File: src/shared/tsc_pkg.sv
// package of constants and types for the timer status and control block
// ****************************************************************************
// ****************************************************************************
package tsc_pkg;
    // register word offsets (byte addresses)
    localparam logic [3:0] ADDR_STATUS_CONTROL = 4'h0;
    localparam logic [3:0] ADDR_MODULO = 4'h4;
    localparam logic [3:0] ADDR_COUNTER = 4'h8;
    localparam logic [3:0] ADDR_CAPTURE = 4'hc;
    localparam logic [3:0] ADDR_IRQ_STATUS = 4'h0 + 4'h0 + 4'h0 + 4'h0;
    // status/control field positions
    localparam int BIT_OVERFLOW_FLAG = 7;
    localparam int BIT_OVERFLOW_IRQ_ENABLE = 6;
    localparam int BIT_COUNTER_HALT = 5;
    localparam int BIT_COUNTER_CLEAR = 4;
    localparam int BIT_PRESCALE_LO = 0;
    localparam int PRESCALE_WIDTH = 3;
    // reset values
    localparam logic [7:0] RST_STATUS_CONTROL = 8'h20;
    localparam logic [15:0] RST_MODULO = 16'hffff;
    localparam logic [15:0] RST_COUNTER = 16'h0000;
    localparam logic [6:0] RST_PRESCALER = 7'h00;
    // bus answer timing: one wait cycle per access
    localparam int BUS_WAIT_CYCLES = 1;
    typedef enum logic [1:0] {
        TSC_IDLE,
        TSC_ANSWER
    } tsc_bus_state_t;
endpackage

File: src/shared/tsc_cnt_if.sv
// interface between the register slave and the counter core
`timescale 1ns/1ps
interface tsc_cnt_if;
    logic halt;
    logic clear;
    logic [2:0] prescale;
    logic [15:0] modulo;
    logic [15:0] count;
    logic overflow;
    modport ctrl (output halt, output clear, output prescale, output modulo, input count, input overflow);
    modport core (input halt, input clear, input prescale, input modulo, output count, output overflow);
endinterface

File: src/tsc_timer.sv
// timer status and control block with avalon-mm slave
`timescale 1ns/1ps
module tsc_timer (
    input wire logic sys_clk,
    input wire logic rstn,
    input wire logic [3:0] avs_address,
    input wire logic avs_read,
    input wire logic avs_write,
    input wire logic [31:0] avs_writedata,
    input wire logic [3:0] avs_byteenable,
    output logic [31:0] avs_readdata,
    output logic avs_waitrequest,
    input wire logic capture_in,
    output logic irq
);
    import tsc_pkg::*;

    tsc_cnt_if cnt ();

    // ************************************************************************
    // bus handshake
    // ************************************************************************
    tsc_bus_state_t state_q;
    logic access;
    logic rd_done;
    logic wr_done;

    // one wait cycle, then the access completes
    always_ff @(posedge sys_clk or negedge rstn) begin
        if (!rstn) begin
            state_q <= TSC_IDLE;
        end else begin
            unique case (state_q)
                TSC_IDLE: begin
                    if (avs_read || avs_write) begin
                        state_q <= TSC_ANSWER;
                    end
                end
                TSC_ANSWER: begin
                    state_q <= TSC_IDLE;
                end
            endcase
        end
    end

    assign access = (state_q == TSC_ANSWER);
    assign avs_waitrequest = (avs_read || avs_write) && !access;
    assign rd_done = access && avs_read;
    assign wr_done = access && avs_write && avs_byteenable[0];

    // ************************************************************************
    // control registers
    // ************************************************************************
    logic irq_en_q;
    logic halt_q;
    logic [2:0] prescale_q;
    logic clear_q;
    logic [15:0] modulo_q;
    logic ctrl_wr;
    logic hi_wr;

    assign ctrl_wr = wr_done && (avs_address == ADDR_STATUS_CONTROL);
    assign hi_wr = access && avs_write && avs_byteenable[1];

    // enable, halt and prescale fields
    always_ff @(posedge sys_clk or negedge rstn) begin
        if (!rstn) begin
            irq_en_q <= RST_STATUS_CONTROL[BIT_OVERFLOW_IRQ_ENABLE];
            halt_q <= RST_STATUS_CONTROL[BIT_COUNTER_HALT];
            prescale_q <= RST_STATUS_CONTROL[BIT_PRESCALE_LO +: PRESCALE_WIDTH];
        end else if (ctrl_wr) begin
            irq_en_q <= avs_writedata[BIT_OVERFLOW_IRQ_ENABLE];
            halt_q <= avs_writedata[BIT_COUNTER_HALT];
            prescale_q <= avs_writedata[BIT_PRESCALE_LO +: PRESCALE_WIDTH];
        end
    end

    // self-clearing counter clear pulse, also zeroes the prescaler and masks the overflow pulse
    always_ff @(posedge sys_clk or negedge rstn) begin
        if (!rstn) begin
            clear_q <= RST_STATUS_CONTROL[BIT_COUNTER_CLEAR];
        end else begin
            clear_q <= ctrl_wr && avs_writedata[BIT_COUNTER_CLEAR];
        end
    end

    // modulo value
    always_ff @(posedge sys_clk or negedge rstn) begin
        if (!rstn) begin
            modulo_q <= RST_MODULO;
        end else if (access && avs_write && (avs_address == ADDR_MODULO)) begin
            if (avs_byteenable[0]) begin
                modulo_q[7:0] <= avs_writedata[7:0];
            end
            if (hi_wr) begin
                modulo_q[15:8] <= avs_writedata[15:8];
            end
        end
    end

    assign cnt.halt = halt_q;
    assign cnt.clear = clear_q;
    assign cnt.prescale = prescale_q;
    assign cnt.modulo = modulo_q;

    tsc_counter u_counter (
        .sys_clk(sys_clk),
        .rstn(rstn),
        .cnt(cnt)
    );

    // ************************************************************************
    // overflow flag with guarded clear
    // ************************************************************************
    logic flag_q;
    logic armed_q;
    logic flag_rd;
    logic clear_req;

    assign flag_rd = rd_done && (avs_address == ADDR_STATUS_CONTROL) && flag_q;
    assign clear_req = ctrl_wr && !avs_writedata[BIT_OVERFLOW_FLAG] && armed_q;

    // arm on a read that sees the flag set; a fresh overflow disarms
    always_ff @(posedge sys_clk or negedge rstn) begin
        if (!rstn) begin
            armed_q <= 1'b0;
        end else if (cnt.overflow) begin
            armed_q <= 1'b0;
        end else if (flag_rd) begin
            armed_q <= 1'b1;
        end else if (ctrl_wr) begin
            armed_q <= 1'b0;
        end
    end

    // set wins over clear
    always_ff @(posedge sys_clk or negedge rstn) begin
        if (!rstn) begin
            flag_q <= 1'b0;
        end else if (cnt.overflow) begin
            flag_q <= 1'b1;
        end else if (clear_req) begin
            flag_q <= 1'b0;
        end
    end

    // level interrupt while flag and enable are set
    assign irq = flag_q && irq_en_q;

    // ************************************************************************
    // input capture
    // ************************************************************************
    logic cap_s1_q;
    logic cap_s2_q;
    logic cap_s3_q;
    logic [15:0] capture_q;

    // two-flop synchroniser plus edge history
    always_ff @(posedge sys_clk or negedge rstn) begin
        if (!rstn) begin
            cap_s1_q <= 1'b0;
            cap_s2_q <= 1'b0;
            cap_s3_q <= 1'b0;
        end else begin
            cap_s1_q <= capture_in;
            cap_s2_q <= cap_s1_q;
            cap_s3_q <= cap_s2_q;
        end
    end

    // latch count on a rising edge unless halted
    always_ff @(posedge sys_clk or negedge rstn) begin
        if (!rstn) begin
            capture_q <= RST_COUNTER;
        end else if (cap_s2_q && !cap_s3_q && !halt_q) begin
            capture_q <= cnt.count;
        end
    end

    // ************************************************************************
    // read data
    // ************************************************************************
    logic [31:0] rdata_d;

    // clear bit always reads as zero
    always_comb begin
        rdata_d = 32'h0000_0000;
        unique case (avs_address)
            ADDR_STATUS_CONTROL: begin
                rdata_d[BIT_OVERFLOW_FLAG] = flag_q;
                rdata_d[BIT_OVERFLOW_IRQ_ENABLE] = irq_en_q;
                rdata_d[BIT_COUNTER_HALT] = halt_q;
                rdata_d[BIT_COUNTER_CLEAR] = 1'b0;
                rdata_d[BIT_PRESCALE_LO +: PRESCALE_WIDTH] = prescale_q;
            end
            ADDR_MODULO: rdata_d[15:0] = modulo_q;
            ADDR_COUNTER: rdata_d[15:0] = cnt.count;
            ADDR_CAPTURE: rdata_d[15:0] = capture_q;
            default: rdata_d = 32'h0000_0000;
        endcase
    end

    // read data register captured while waitrequest is high
    always_ff @(posedge sys_clk or negedge rstn) begin
        if (!rstn) begin
            avs_readdata <= 32'h0000_0000;
        end else if (avs_read && !access) begin
            avs_readdata <= rdata_d;
        end
    end
endmodule

File: src/tsc_counter.sv
// prescaler and 16-bit modulo counter core
`timescale 1ns/1ps
module tsc_counter (
    input wire logic sys_clk,
    input wire logic rstn,
    tsc_cnt_if.core cnt
);
    import tsc_pkg::*;

    logic [6:0] presc_q;
    logic [15:0] count_q;
    logic tick;
    logic at_mod;

    // prescaled tick: divide by 2^prescale
    always_comb begin
        tick = ((presc_q & ((7'h01 << cnt.prescale) - 7'h01)) == 7'h00);
    end

    assign at_mod = (count_q == cnt.modulo);

    // prescaler runs while not halted, clear zeroes it
    always_ff @(posedge sys_clk or negedge rstn) begin
        if (!rstn) begin
            presc_q <= RST_PRESCALER;
        end else if (cnt.clear) begin
            presc_q <= RST_PRESCALER;
        end else if (!cnt.halt) begin
            presc_q <= presc_q + 7'h01;
        end
    end

    // counter with modulo wrap
    always_ff @(posedge sys_clk or negedge rstn) begin
        if (!rstn) begin
            count_q <= RST_COUNTER;
        end else if (cnt.clear) begin
            count_q <= RST_COUNTER;
        end else if (!cnt.halt && tick) begin
            if (at_mod) begin
                count_q <= RST_COUNTER;
            end else begin
                count_q <= count_q + 16'h0001;
            end
        end
    end

    // one-cycle pulse when the counter first reaches the modulo value
    logic at_mod_q;
    always_ff @(posedge sys_clk or negedge rstn) begin
        if (!rstn) begin
            at_mod_q <= 1'b0;
        end else begin
            at_mod_q <= at_mod;
        end
    end

    assign cnt.count = count_q;
    assign cnt.overflow = at_mod && !at_mod_q && !cnt.clear;
endmodule

File: config.mk
export PLATFORM = sky130hd
export DESIGN_NAME = tsc_timer
export DESIGN_NICKNAME = d
export VERILOG_FILES = /design/src/shared/tsc_pkg.sv /design/src/shared/tsc_cnt_if.sv /design/src/tsc_timer.sv /design/src/tsc_counter.sv
export SDC_FILE = /design/constraint.sdc
export NUM_CORES = 1
export LEC_CHECK = 0
export ABC_AREA = 1
export BUFFER_PORTS_ARGS = -buffer_cell sky130_fd_sc_hd__buf_2
export CORE_MARGIN = 8
export CORE_UTILIZATION = 59
export DETAILED_ROUTE_END_ITERATION = 10
export PLACE_DENSITY = 0.83
export SLEW_MARGIN = 10
export SYNTH_ARGS = -nofsm -noshare
export SYNTH_HDL_FRONTEND = slang
export SYNTH_SLANG_ARGS = --single-unit
File: constraint.sdc
create_clock -name sys_clk -period 3.3 [get_ports sys_clk]
set_clock_uncertainty 0.05 [all_clocks]
set_input_delay 0.495 -clock sys_clk [delete_from_list [all_inputs] [get_ports sys_clk]]
set_output_delay 0.495 -clock sys_clk [all_outputs]
set_load 0.05 [all_outputs]
==> run_results.csv <==
group,metric,value,unit
floorplanning,fp.coreArea,7610,µm²
clocking,cts.sinks,84,
route,ant_nets,0,
critical_path,worstPathCellList,"inv_2 > nand3_1 > ha_1 > nand4_1 > nand2_1 > inv_1 > nand2_1 > nand2_4 > nor2_8 > nor2_8 > nand2_1 > nand2_1",
clocking,clkTransAtPathRegs,0.09,ns
critical_path,worstPathArrival,2.34,ns
floorplanning,dieArea,10800,µm²
power_and_ir_drop,leakage,2.52,nW
yosys,synthesis.area,4560,µm²
yosys,synthArstFlopShare,100,%
timing,fin_tns_setup,0,ns
timing,worstMarginPinSlew,1.03,ns
yosys,syn-mean-instance-area,7.54,µm²
route,viasPerCell,5.39,
floorplanning,row_count,32,
final_layout,diodes,0,
critical_path,critPathKind,"register to register",
floorplanning,io_pins,79,
clocking,ctsResizeCount,0,
placed_design,portBuffers,44,
final_layout,syn2layout_area_growth,7.77,%
power_and_ir_drop,pwr-share-seq,50.9,%
clocking,worstSkewPairLatency,0.37,ns
power_and_ir_drop,p_clk_share,27.5,%
route,drt_pass1_iterations,5,
final_layout,drive_gt1_share,14.1,%
critical_path,critPathMaxFanout,17,
critical_path,path_buf_inv,2,
yosys,synth_top_cell_area_share,36.8,%
yosys,ys.flop_type,"dfrtp_1",
critical_path,crit_path_frequent_cell,"nand2_1",
yosys,ys_types,35,
floorplanning,start_util,59.9,%
placed_design,dpl.cell_count,730,
grt,grt_pass1_wl,17.7,mm
grt,grt_use_met1,25.1,%
final_layout,final_nets,687,
timing,finalHoldViolCount,0,
yosys,synth_edf_count,0,
power_and_ir_drop,p_switching,0.903,mW
critical_path,startpoint_type,"register",
route,wl_per_cell,13.8,µm
clocking,post_cts_buffers,0,
power_and_ir_drop,p_int,1.63,mW
placed_design,place.gp.congestion,0.838,
critical_path,cp_slowest_stage_delay,0.55,ns
final_layout,fillers,672,
timing,clock.fmax,0.468,GHz
timing,fin_crit,2.14,ns
grt,grt_overflow_total,0,
floorplanning,die_h,104,µm
timing,period_share,64.7,%
status,outcome,"completed",
grt,grt_usage,19.6,%
placed_design,dp_hpwl,7.46,mm
final_layout,finalNonFillerCells,746,
power_and_ir_drop,switching_share,35.7,%
floorplanning,die-width,104,µm
critical_path,cpLargestDelayFamily,"simple AND/OR/NAND/NOR gates",
power_and_ir_drop,pwr-share-comb,21.7,%
route,drt_iter0_drc,299,
grt,top_usage_layer,"met2",
critical_path,cp_slowest_cell,"dfrtp_1",
grt,grt_pass1_vias,3772,
route,wl,10.3,mm
power_and_ir_drop,p_per_area,516,nW/µm²
yosys,synth.largest_area_cell,"dfrtp_1",
final_layout,final_common_cell,"nand2_1",
grt,grt_max_degree,85,
route,vias,4021,
clocking,cts_buffers,9,
yosys,syn_inst,605,
grt,use_met2,31.4,%
timing,setup_viol,0,
grt,met3_usage,5.89,%
critical_path,cp.required,3.50,ns
yosys,yosysWarnings,0,
yosys,ys_seq_area_share,46.6,%
clocking,h-tree-depth,3,
yosys,ys_ff_latch,84,
timing,rsz0062_at_grt,"no",
clocking,cts-root-buf,"clkbuf_8",
clocking,cts_tree,"done",
clocking,holdBufCountCts,0,
power_and_ir_drop,peakVddDrop,0.000301,V
route,drc,0,
worst_hold_path,hold_path.class,"input pin to register",
yosys,ys_top_cells_by_area,"dfrtp_1 (37%), nand2_1 (16%), dfstp_2 (9.8%), o21ai_0 (6.5%), inv_1 (5.1%)",
run,drv_cap,0,
critical_path,end_kind,"register",
final_layout,final_cell_mix,"nand2_1 (191), dfrtp_1 (67), inv_1 (62), o21ai_0 (59), nor2_1 (55)",
grt,antenna_found_initial,0,
timing,slew-limit-headroom,31.3,%
timing,finalMaxSlewViolations,0,
clocking,clockBufferDepth,2,
cells by family (layout without fill, tap and decap cells):
| logic type | after synthesis | count (layout) | synth area share (%) |
|---|---|---|---|
| other | 1 | 16 | 0.0822 |
| DFF | 84 | 84 | 46.6 |
| adders and majority gates | 3 | 3 | 0.823 |
| xor gates and xnor gates | 8 | 8 | 1.54 |
| and+or+nand+nor | 309 | 309 | 29.3 |
| buffers and inverters | 102 | 126 | 10.6 |
| AOI/OAI and AO/OA | 98 | 98 | 11.0 |
power groups by stage:
stage	sequential, mW	clock (mW)	combinational, mW
4_1_cts	1.29	0.709	0.550
3_5_place_dp	1.31	0	0.546
2_1_floorplan	1.32	0	0.403
3_3_place_gp	1.30	0	0.528
5_1_grt	1.30	0.747	0.613
6_report	1.29	0.696	0.548
final cells by class:
class	count	area [µm²]	area share, %
Clock buffer	10	138	2.80
Inverter	66	248	5.04
Tap cell	102	128	2.60
Clock inverter	6	47.5	0.968
Timing Repair Buffer	44	223	4.53
Sequential cell	84	2120	43.2
Multi-Input combinational cell	434	2010	40.8
per-stage QoR:
step / worst slack (ns) / hold WS, ns / utilization [%] / cell area, µm² / power [mW]
2_1_floorplan: 1.42 / 0.149 / - / 4620 / 1.72
3_3_place_gp: 0.988 / 0.282 / 62.2 / 4730 / 1.82
3_5_place_dp: 0.869 / 0.290 / 62.2 / 4730 / 1.85
4_1_cts: 1.18 / 0.173 / 64.6 / 4910 / 2.55
5_1_grt: 1.03 / 0.168 / 64.6 / 4910 / 2.66
6_report: 1.16 / 0.185 / 64.6 / 4910 / 2.53
state kept, by name, indices dropped and copies added (netlist names):
signal	count
armed_q	1
avs_readdata	16
cap_s1_q	1
cap_s2_q	1
cap_s3_q	1
capture_q	16
clear_q	1
cnt.halt	1
cnt.modulo	16
cnt.prescale	3
flag_q	1
irq_en_q	1
state_q	1
u_counter.at_mod_q	1
u_counter.cnt.count	16
u_counter.presc_q	7
path summary, 6_finish.rpt:
| path | cells past startpoint | to | slack, ns | startpoint |
|---|---|---|---|---|
| max | 12 | u_counter.cnt.count[11] | 1.16 | cnt.prescale[1] |
| min | 1 | cap_s1_q | 0.18 | capture_in |
| max reg2reg | 12 | u_counter.cnt.count[11] | 1.16 | cnt.prescale[1] |
| min reg2reg | 0 | cap_s2_q | 0.30 | cap_s1_q |
| max in group asynchronous | 1 | capture_q[4] | 2.29 | rstn |
| min in group asynchronous | 1 | clear_q | 0.25 | rstn |
cell usage after synthesis, types with 2 or more instances:
cell / count
nand4_1: 26
nor2_8: 2
buf_2: 5
o22ai_1: 6
ha_1: 3
dfstp_2: 17
nor2_4: 2
inv_1: 62
nand2_1: 191
clkbuf_1: 8
nand2_2: 4
nor2_1: 55
a21oi_1: 30
inv_2: 3
buf_6: 3
xor2_1: 8
clkbuf_2: 2
dfrtp_1: 67
o21ai_0: 59
buf_4: 16
nor3_1: 4
nand3_1: 19
layer usage:
layer,wire [µm],vias to the layer above
met4,122,0
li1,-,1977
met1,4550,1913
met2,4960,118
met3,694,13
met5,0,-
(Power assumes the default switching activity.)
